<file path="config.mk">
export PLATFORM = sky130hd
export DESIGN_NAME = ris_sequencer
export DESIGN_NICKNAME = d
export VERILOG_FILES = /design/src/ris_sequencer.v
export VERILOG_INCLUDE_DIRS = /design/src
export SDC_FILE = /design/constraint.sdc
export NUM_CORES = 1
export LEC_CHECK = 0
export BUFFER_PORTS_ARGS = -buffer_cell sky130_fd_sc_hd__buf_4
export CORE_UTILIZATION = 25
export DETAILED_ROUTE_END_ITERATION = 8
export GPL_ROUTABILITY_DRIVEN = 0
export SKIP_LAST_GASP = 1
export SYNTH_ARGS = -nofsm -noshare
export SYNTH_HDL_FRONTEND = slang
export SYNTH_SLANG_ARGS = --single-unit
</file>
<file path="constraint.sdc">
create_clock -name clk -period 1.9 [get_ports clk]
set_input_delay 0 -clock clk [delete_from_list [all_inputs] [get_ports clk]]
set_output_delay 0 -clock clk [all_outputs]
set_load 0.01 [all_outputs]
</file>
<file path="src/ris_regs.vh">
`ifndef RIS_REGS_VH
`define RIS_REGS_VH
// =====================================================================
// Reset sequencing timing counts, in periods of the sync clock, then the counter and strap field widths in bits.
`define RIS_IN_MIN_CYC      32
`define RIS_OUT_ASSERT_CYC  512
`define RIS_HRST_TO_SRST    16
`define RIS_CFG_ON_CYC      1
`define RIS_CFG_SETUP_CYC   4
`define RIS_CNT_W           10
`define RIS_SRC_W           3
`endif

</file>
<file path="src/ris_sequencer.v">
`include "ris_regs.vh"

module ris_sequencer #(
    parameter IN_MIN     = `RIS_IN_MIN_CYC,
    parameter OUT_ASSERT = `RIS_OUT_ASSERT_CYC,
    parameter H2S_GAP    = `RIS_HRST_TO_SRST,
    parameter CFG_ON     = `RIS_CFG_ON_CYC
) (
    input  wire                  clk,
    input  wire                  nrst,
    input  wire                  power_on_reset_n,
    input  wire                  hard_reset_in_n,
    input  wire                  soft_reset_in_n,
    input  wire [`RIS_SRC_W-1:0] cfg_reset_source_in,
    input  wire                  input_clock_divide_select,
    output reg                   hard_reset_n_out,
    output reg                   hard_reset_n_oe,
    output reg                   soft_reset_n_out,
    output reg                   soft_reset_n_oe,
    output reg                   cfg_pins_oe,
    output reg  [`RIS_SRC_W-1:0] cfg_reset_source,
    output reg                   cfg_clock_divide,
    output reg                   reset_flow_active
);

    // =================================================================
    // States of the reset flow.
    // Both outputs driven, hard released with soft still driven, the
    // wait for idle inputs, and the soft-only flow. The idle state ends
    // the flow and arms the input timers again.
    localparam [4:0] ST_IDLE  = 5'h01;
    localparam [4:0] ST_BOTH  = 5'h02;
    localparam [4:0] ST_SOFT  = 5'h04;
    localparam [4:0] ST_CFGW  = 5'h08;
    localparam [4:0] ST_SOFTO = 5'h10;

    // =================================================================
    // Two-stage synchronisers for pins from outside the clock domain.
    // Only the second stage is read by logic, so a metastable first
    // stage never reaches the counters or the state machine.
    reg [2:0]            sync1;
    reg [2:0]            sync2;
    reg [`RIS_SRC_W:0]   strap1;
    reg [`RIS_SRC_W:0]   strap2;
    reg                  por_prev;
    reg [`RIS_CNT_W-1:0] in_cnt;
    reg [`RIS_CNT_W-1:0] por_cnt;
    reg [`RIS_CNT_W-1:0] seq_cnt;
    reg [4:0]            state;

    wire por_n  = sync2[0];
    wire hrst_n = sync2[1];
    wire srst_n = sync2[2];

    // Pin inputs are retimed through two flip-flops.
    always @(posedge clk or negedge nrst) begin
        if (!nrst) begin
            sync1  <= 3'h7;
            sync2  <= 3'h7;
            strap1 <= 4'h0;
            strap2 <= 4'h0;
        end else begin
            sync1  <= {soft_reset_in_n, hard_reset_in_n, power_on_reset_n};
            sync2  <= sync1;
            strap1 <= {input_clock_divide_select, cfg_reset_source_in};
            strap2 <= strap1;
        end
    end

    // Straps are captured when power-on reset negates after a valid hold.
    // A power-on pulse shorter than the minimum keeps the old straps, so
    // a glitch on the supervisor output cannot load a random setting.
    // In host mode this clock is the sync clock derived from the primary
    // clock by the divider that the captured divide bit chooses.
    always @(posedge clk or negedge nrst) begin
        if (!nrst) begin
            por_prev         <= 1'b1; // Matches the idle pin level.
            por_cnt          <= {`RIS_CNT_W{1'b0}};
            cfg_reset_source <= {`RIS_SRC_W{1'b0}};
            cfg_clock_divide <= 1'b0;
        end else begin
            por_prev <= por_n;
            if (!por_n) begin
                if (por_cnt != IN_MIN[`RIS_CNT_W-1:0])
                    por_cnt <= por_cnt + 1'b1;
            end else begin
                por_cnt <= {`RIS_CNT_W{1'b0}};
            end
            if (por_n && !por_prev &&
                por_cnt == IN_MIN[`RIS_CNT_W-1:0]) begin
                cfg_reset_source <= strap2[`RIS_SRC_W-1:0];
                cfg_clock_divide <= strap2[`RIS_SRC_W];
            end
        end
    end

    // Hard and soft input assertion is timed; a short pulse is ignored.
    // The count only runs in the idle state: while a flow is busy the
    // device drives these pins itself, and its own drive must not be
    // mistaken for a new request.
    wire any_in = !hrst_n || !srst_n;
    wire in_ok  = in_cnt == IN_MIN[`RIS_CNT_W-1:0];
    always @(posedge clk or negedge nrst) begin
        if (!nrst) begin
            in_cnt <= {`RIS_CNT_W{1'b0}};
        end else if (any_in && state == ST_IDLE) begin
            if (!in_ok)
                in_cnt <= in_cnt + 1'b1;
        end else begin
            in_cnt <= {`RIS_CNT_W{1'b0}};
        end
    end

    // =================================================================
    // Output sequencer: hard release, straps re-driven, then soft release.
    // The outputs are open-drain: a driven output is low with its enable
    // high, and a released output lets the board pull-up take the pin.
    // Reset starts a full flow, so the device leaves reset cleanly.
    always @(posedge clk or negedge nrst) begin
        if (!nrst) begin
            state             <= ST_BOTH;
            seq_cnt           <= {`RIS_CNT_W{1'b0}};
            hard_reset_n_out  <= 1'b0;
            hard_reset_n_oe   <= 1'b1;
            soft_reset_n_out  <= 1'b0;
            soft_reset_n_oe   <= 1'b1;
            cfg_pins_oe       <= 1'b0;
            reset_flow_active <= 1'b1;
        end else begin
            case (state)
                ST_IDLE: begin
                    reset_flow_active <= 1'b0;
                    if (!por_n) begin
                        state <= ST_BOTH;
                    end else if (in_ok) begin
                        // A soft-only request leaves hard reset alone.
                        state <= hrst_n ? ST_SOFTO : ST_BOTH;
                    end
                    seq_cnt <= {`RIS_CNT_W{1'b0}};
                    if (!por_n || in_ok) begin
                        reset_flow_active <= 1'b1;
                        soft_reset_n_out  <= 1'b0;
                        soft_reset_n_oe   <= 1'b1;
                        if (!por_n || !hrst_n) begin
                            hard_reset_n_out <= 1'b0;
                            hard_reset_n_oe  <= 1'b1;
                            cfg_pins_oe      <= 1'b0;
                        end
                    end
                end
                ST_BOTH: begin
                    // Power-on reset held low keeps the count at zero,
                    // so the full assertion time follows its negation.
                    cfg_pins_oe <= 1'b0;
                    if (!por_n)
                        seq_cnt <= {`RIS_CNT_W{1'b0}};
                    else if (seq_cnt ==
                             OUT_ASSERT[`RIS_CNT_W-1:0] - 1'b1) begin
                        hard_reset_n_out <= 1'b1;
                        hard_reset_n_oe  <= 1'b0;
                        seq_cnt <= {`RIS_CNT_W{1'b0}};
                        state   <= ST_SOFT;
                    end else
                        seq_cnt <= seq_cnt + 1'b1;
                end
                ST_SOFT: begin
                    // Hard reset is released here; the strap pins are
                    // driven again one clock later and soft reset stays
                    // driven until the gap has been counted.
                    if (seq_cnt == CFG_ON[`RIS_CNT_W-1:0] - 1'b1)
                        cfg_pins_oe <= 1'b1;
                    if (seq_cnt == H2S_GAP[`RIS_CNT_W-1:0] - 1'b1) begin
                        soft_reset_n_out <= 1'b1;
                        soft_reset_n_oe  <= 1'b0;
                        state <= ST_CFGW;
                    end
                    seq_cnt <= seq_cnt + 1'b1;
                end
                ST_SOFTO: begin
                    // Soft-only flow: hard reset and straps are untouched
                    // and soft reset is driven for the full time.
                    if (seq_cnt == OUT_ASSERT[`RIS_CNT_W-1:0] - 1'b1) begin
                        soft_reset_n_out <= 1'b1;
                        soft_reset_n_oe  <= 1'b0;
                        state <= ST_CFGW;
                    end
                    seq_cnt <= seq_cnt + 1'b1;
                end
                ST_CFGW: begin
                    // Wait for the inputs to go idle before rearming.
                    cfg_pins_oe <= 1'b1;
                    if (!any_in) state <= ST_IDLE;
                end
                default: begin
                    state <= ST_BOTH;
                end
            endcase
            // Power-on reset low outranks every other state: the flow
            // restarts with both outputs driven and the strap pins
            // released, so the full assertion time is counted again.
            if (!por_n && state != ST_IDLE) begin
                state             <= ST_BOTH;
                seq_cnt           <= {`RIS_CNT_W{1'b0}};
                hard_reset_n_out  <= 1'b0;
                hard_reset_n_oe   <= 1'b1;
                soft_reset_n_out  <= 1'b0;
                soft_reset_n_oe   <= 1'b1;
                cfg_pins_oe       <= 1'b0;
                reset_flow_active <= 1'b1;
            end
        end
    end

endmodule // ris_sequencer

</file>
==> results of run 1 <==
==> sequential cells by signal, summed over array words and instances, names as in the netlist <==
name and count:
in_cnt 10, por_cnt 10, seq_cnt 10, state 5, strap1 4, strap2 4, cfg_reset_source 3, sync1 3
sync2 3, cfg_clock_divide 1, cfg_pins_oe 1, hard_reset_n_oe 1, hard_reset_n_out 1, por_prev 1, reset_flow_active 1, soft_reset_n_oe 1
soft_reset_n_out 1
==> per-layer routing <==
| metal | global-route usage | share of wire | vias up |
|---|---|---|---|
| met5 | 0 | 0 | - |
| met4 | 0.0499 | 0.020 | 0 |
| met3 | 0.0482 | 0.044 | 11 |
| met2 | 0.186 | 0.47 | 47 |
| met1 | 0.144 | 0.47 | 1085 |
| li1 | - | - | 1096 |
==> logic make-up (layout without fill, tap and decap cells) <==
logic type | after synthesis | count (layout)
AOI/OAI and AO/OA | 45 | 45
xor gates and xnor gates | 19 | 19
adders and majority gates | 6 | 6
buffers and inverters | 18 | 92
DFF | 60 | 60
muxes | 5 | 5
and+or+nand+nor | 121 | 121
==> final cells by class <==
type | count | share of cell area
tap | 140 | 0.0459
clock inverter | 7 | 0.0324
timing repair buffer | 66 | 0.147
multi-input combinational | 196 | 0.336
clock buffer | 9 | 0.0324
inverter | 10 | 0.00983
sequential | 60 | 0.397
==> power by group through the flow <==
stage | logic (uW) | clock network (uW) | registers, uW
finish | 350 | 1420 | 1380
global route | 403 | 1520 | 1390
CTS | 328 | 1470 | 1370
detailed placement | 302 | 0 | 1390
global placement | 295 | 0 | 1390
floorplan | 139 | 0 | 1400
==> per-stage QoR <==
stage          worst slack, ns  cells  area [sq um]  power (uW)
6_report               -0.0600    488          3820        3150
3_3_place_gp           -0.0739    458          3340        1680
4_1_cts                -0.0359    485          3730        3160
5_1_grt                 -0.106    488          3820        3310
3_5_place_dp           -0.0988    458          3340        1690
2_1_floorplan          -0.0375    274          2820        1540
==> cell usage in the layout, fill, tap and decap left out, types with 8 or more instances in the layout <==
cell type	instances
buf_4	54
clkbuf_8	9
dfrtp_1	49
nand3_1	21
nand2_1	19
and3_1	9
xor2_1	14
o21ai_0	10
nor2_1	36
dlygate4sd3_1	8
a21oi_1	10
inv_1	10
dfstp_2	11
==> worst max-delay path by stage <==
stage / slack (ns) / endpoint / cells after the start / start
6_report: -0.06 / seq_cnt[3]$_DFFE_PN0P_ / 6 / state[1]$_DFFE_PN1P_
5_1_grt: -0.11 / seq_cnt[0]$_DFFE_PN0P_ / 7 / state[1]$_DFFE_PN1P_
4_1_cts: -0.04 / seq_cnt[0]$_DFFE_PN0P_ / 7 / state[1]$_DFFE_PN1P_
3_5_place_dp: -0.1 / seq_cnt[0]$_DFFE_PN0P_ / 6 / state[1]$_DFFE_PN1P_
3_3_place_gp: -0.07 / hard_reset_n_out$_DFFE_PN0P_ / 6 / state[1]$_DFFE_PN1P_
2_1_floorplan: -0.04 / seq_cnt[2]$_DFFE_PN0P_ / 7 / state[1]$_DFFE_PN1P_
==> repair_timing <==
action | 4_1_cts | 5_1_grt
endpoints found under the hold margin | 56 | 0
hold buffers | 8 | 0
gates resized for setup | 7 | 13
gates cloned | 0 | 1
endpoints found under the setup margin | 20 | 20
setup buffers | 3 | 2
pin swaps | 6 | 8
==> critical path, delay by kind of cell, from the launching register on <==
kind | cells | cell delay, ns
flops | 1 | 0.54
simple gates | 3 | 0.88
compound gates | 2 | 0.30
buf+inv | 1 | 0.19
==> out/qor.yml, run 1 <==
run_status:
  status: "complete, but fails checks"
  violations: "negative setup slack"
yosys:
  yosysMostFrequentCell: "dfrtp_1"
  synth.largest_area_cell: "dfrtp_1"
  ys_seq_elements: 60
  synth-async-reset-ratio: 1.00
  synth_cells: 274
  synthMuxAreaShare: 0.0200
  syn_nets: 289
  synth_top_area_frac: 0.436
  yosysSeqAreaShare: 0.538
  netlist_top_cells_count: "dfrtp_1 (49), nor2_1 (37), nand3_1 (22)"
  synth_area_leaders: "dfrtp_1 (44%), dfstp_2 (10%), nor2_1 (4.9%)"
  yosysUniqueCellTypes: 49
  syn_area_per_cell_sq_um: 10.3
  yosysWarningCount: 0
  synth_top_flop_cell: "dfrtp_1"
  synth_top_family_by_area: "simple AND/OR/NAND/NOR gates"
  synth_xor_area_frac: 0.0591
  syn_area_sq_um: 2810
  synth-edff-count: 0
  synth_simple_gate_area_frac: 0.222
  synth_fa_ha_area_frac: 0.0267
  synth_compound_area_frac: 0.102
cts:
  htreeDepth: 3
  tritoncts: "yes"
  clk_latency_ns: 0.35
  path_clk_slew_ns: 0.07
  ctsRootBufferMaster: "clkbuf_8"
  cts_buffer_depth: 2
  cts_buffers: 9
  cts_sinks: 60
drt:
  dr.pass1.iters: 4
  ant_nets: 0
  drcViolationCount: 0
  via_count: 2239
  wl_per_cell_um: 12.2
  drt-initial-drc-count: 70
  vias_per_cell: 4.59
  wl_mm: 5.96
pwr:
  combPwrFrac: 0.111
  p_seq_frac: 0.437
  sw_frac_of_total: 0.241
  power_density_nw_per_um2: 826
  ir_drop_mv: 0.406
  total_leakage_power_uw: 0.00170
  switchingPower_uw: 760
  clkPwrFrac: 0.451
  p_int_uw: 2390
sta:
  fin_ws_ns: -0.0600
  rsz0062_at_grt: "true"
  drv_slew: 0
  period_needed_ns: 1.96
  maxSlewHeadroom: 0.514
  fmax_mhz: 510
  setup_viol: 8
  post-route-period-util: 1.03
  whs_ns: 0.260
  tightest_slew_ns: 0.729
  setup-tns-final_ns: -0.226
  fin_skew_ns: 0.00752
  final_hold_viol_count: 0
worst_setup_path:
  crit_chain: "or4b_4 -> or2_4 -> o21ai_4 -> clkbuf_16 -> and3_1 -> a221o_1"
  arrival_ns: 2.25
  worstSetupStartpointType: "register"
  cp_slowest_cell: "dfstp_2"
  r2r-end: "seq_cnt[3]$_DFFE_PN0P_"
  crit_fanout: 7
  critPathMaxStageDelay_ns: 0.54
  cp.required_ns: 2.19
  rrSetupSlack_ns: -0.06
  reg2reg_depth: 6
  r2r_start: "state[1]$_DFFE_PN1P_"
  end_kind: "register"
  crit_type: "register to register"
floorplanning:
  fp.dieH_um: 108
  core_sq_um: 10900
  die_width_um: 108
  rows: 38
  dieArea_sq_um: 11700
  initial_core_util: 0.258
  io_pins: 19
place:
  portBuffers: 18
  dp_hpwl_mm: 4.10
layout:
  fill_cells: 1063
  seqCellArea_sq_um: 1520
  finish.utilization: 0.351
  multi_input_area_sq_um: 1280
  nNetsFinal: 358
  num_antenna_cells: 0
  syn_to_final_growth_pct: 35.7
  drive_gt1_frac: 0.316
grt:
  grt_pass1_vias: 2280
  grt_overflow_total: 0
  grt_start_max_net_pins: 61
  grt_pass1_wl_mm: 10.6
  globalRouteTotalUtil: 0.119
  antenna_found_initial: 0
hold_path:
  hold_class: "input port to async pin"
flow_run:
  drv_cap: 0
Power figures use the tool's default switching activity.
==> run 2: changes to the inputs <==
--- a/config.mk
+++ b/config.mk
@@ -6,6 +6,7 @@
 export SDC_FILE = /design/constraint.sdc
 export NUM_CORES = 1
 export LEC_CHECK = 0
+export ABC_AREA = 1
 export BUFFER_PORTS_ARGS = -buffer_cell sky130_fd_sc_hd__buf_4
 export CORE_UTILIZATION = 25
 export DETAILED_ROUTE_END_ITERATION = 8
==> run 2 against run 1 <==
- the flow now finishes without violations
- die area grew 6.4%
- via count up 7.1%
- critical path type unchanged
- utilization is 3.2 points lower
- critical endpoint is now state[1]$_DFFE_PN1P_
- sequential share of layout area is 1.5 points higher
- clock skew decreased by 0.0014 ns
- flip-flop and latch count unchanged
- first-iteration DRC count rose to 2.8 times the previous value
- worst setup slack better by 0.29 ns
- combinational power up 150%
- hold slack gained 0.031 ns
==> out/qor.yml, run 2 <==
run_status:
  status: "completed"
grt:
  use_met2: 0.173
  antenna_found_initial: 0
  grt_pass1_wl_mm: 10.2
  busiest_layer: "met2"
  global_route.usage.met3: 0.0261
  grt.met1_usage: 0.121
  globalRouteTotalUtil: 0.105
  grt_overflow_total: 0
  grt_pass1_vias: 2301
  grt_start_max_net_pins: 61
floorplanning:
  fp.dieH_um: 111
  initial_core_util: 0.259
  io_pins: 19
  dieArea_sq_um: 12400
  rows: 39
  die_width_um: 111
  core_sq_um: 11600
sta:
  rsz0062_at_grt: "false"
  final_hold_viol_count: 0
  period_needed_ns: 1.67
  fin_skew_ns: 0.00607
  setup_viol: 0
  fmax_mhz: 599
  maxSlewHeadroom: 0.495
  post-route-period-util: 0.879
  tightest_slew_ns: 0.757
  drv_slew: 0
  setup-tns-final_ns: 0
drt:
  ant_nets: 0
  drcViolationCount: 0
  dr.pass1.iters: 5
  vias_per_cell: 4.40
  via_count: 2399
  wl_per_cell_um: 11.0
  drt-initial-drc-count: 197
  wl_mm: 6.00
flow_run:
  drv_cap: 0
pwr:
  ir_drop_mv: 0.599
  total_leakage_power_uw: 0.00177
  power_density_nw_per_um2: 1090
place:
  dp_hpwl_mm: 4.22
  portBuffers: 18
layout:
  fill_cells: 1195
  num_antenna_cells: 0
  largestRegisters: "in_cnt: 10 flops, por_cnt: 10 flops, seq_cnt: 10 flops"
  finish.utilization: 0.318
  mostFrequentLayoutCell: "nand2_1"
  drive_gt1_frac: 0.197
  final_cell_mix: "nand2_1 (97), dfrtp_1 (49), nor2_1 (47)"
  nNetsFinal: 412
  syn_to_final_growth_pct: 22.8
yosys:
  netlist_top_cells_count: "nand2_1 (97), dfrtp_1 (49), nor2_1 (47)"
  yosysMostFrequentCell: "nand2_1"
  synth_cells: 362
  yosysSeqAreaShare: 0.506
  yosysWarningCount: 0
  syn_nets: 377
  synth-edff-count: 0
  syn_area_sq_um: 3000
  yosysUniqueCellTypes: 29
  syn_area_per_cell_sq_um: 8.28
  synth_top_area_frac: 0.409
  ys_seq_elements: 60
  synth_area_leaders: "dfrtp_1 (41%), nand2_1 (12%), dfstp_2 (9.6%)"
  synth_top_flop_cell: "dfrtp_1"
  synth.largest_area_cell: "dfrtp_1"
  synth-async-reset-ratio: 1.00
worst_setup_path:
  end_kind: "register"
  crit_type: "register to register"
  crit_fanout: 6
  crit_chain: "inv_1 -> ha_1 -> nand2_1 -> nor2_1 -> nand3_1 -> nand2_1 -> nand3_1 -> nor2_4 -> nand2_1 -> nand2_1"
  critPathMaxStageDelay_ns: 0.39
  cp.required_ns: 2.18
  cpMostUsedCell: "nand2_1"
  arrival_ns: 1.95
  cp_slowest_cell: "dfrtp_1"
  worstSetupStartpointType: "register"
cts:
  cts_buffers: 9
  ctsRootBufferMaster: "clkbuf_16"
  path_clk_slew_ns: 0.05
  clk_latency_ns: 0.34
  cts_sinks: 60
  cts_buffer_depth: 2
  tritoncts: "yes"
  htreeDepth: 3
hold_path:
  hold_class: "input port to async pin"
-- run 2: final cells by class --
class	instances	area, sq um	area share
Sequential cell	60	1520	0.412
Tap cell	143	179	0.0486
Multi-Input combinational cell	256	1300	0.352
Inverter	43	161	0.0438
Clock inverter	7	81.3	0.0221
Timing Repair Buffer	27	223	0.0605
Clock buffer	9	225	0.0612
-- run 2: stage by stage --
step / setup slack [ns] / hold slack [ns] / power (uW) / instances / area, sq um
2_1_floorplan: 0.462 / -0.296 / 2130 / 362 / 3000
4_1_cts: 0.230 / 0.302 / 4070 / 545 / 3670
6_report: 0.230 / 0.290 / 4030 / 545 / 3680
3_3_place_gp: 0.299 / 0.110 / 2350 / 521 / 3290
3_5_place_dp: 0.248 / 0.110 / 2370 / 521 / 3290
5_1_grt: 0.0607 / 0.310 / 4250 / 545 / 3680
-- run 2: cells by family after synthesis --
group,share of synthesized area
compound gates,0.0555
buf+inv,0.0639
simple gates,0.329
fa+ha+maj,0.0251
xor+xnor,0.0205
flops,0.506
-- run 2: power breakdown --
part	total (uW)	switching, uW	internal [uW]
sequential	1490	74.0	1410
clock	1670	636	1030
combinational	868	564	304
-- run 2: repair_timing --
item,CTS,global route
setup buffers,0,0
hold buffers,8,0
endpoints found under the setup margin,0,2
endpoints found under the hold margin,56,0
gates resized for setup,0,1
-- run 2: layer usage --
metal / vias to the layer above / wire [um]
met1: 1130 / 2730
met2: 36 / 2930
met4: 0 / 163
met3: 12 / 185
met5: - / 0
li1: 1221 / -
-- run 2: path summary, 6_finish.rpt --
path                                             start                endpoint  slack, ns  cells after the start
worst max-delay path             in_cnt[0]$_DFFE_PN0P_    state[1]$_DFFE_PN1P_       0.23                     10
worst min-delay path                              nrst  seq_cnt[7]$_DFFE_PN0P_       0.29                      2
worst max register to register   in_cnt[0]$_DFFE_PN0P_    state[1]$_DFFE_PN1P_       0.23                     10
worst min register to register     strap1[2]$_DFF_PN0_     strap2[2]$_DFF_PN0_       0.35                      0
max in group asynchronous                         nrst   in_cnt[7]$_DFFE_PN0P_       1.11                      2
min in group clk                cfg_reset_source_in[0]     strap1[0]$_DFF_PN0_       0.31                      2
-- run 2: critical path, delay by kind of cell (launching register included) --
family                   cells  cell delay (ns)
flip-flops                   1             0.39
buffers and inverters        1             0.10
AND/OR/NAND/NOR              8             0.98
adder cells (fa/ha/maj)      1             0.15
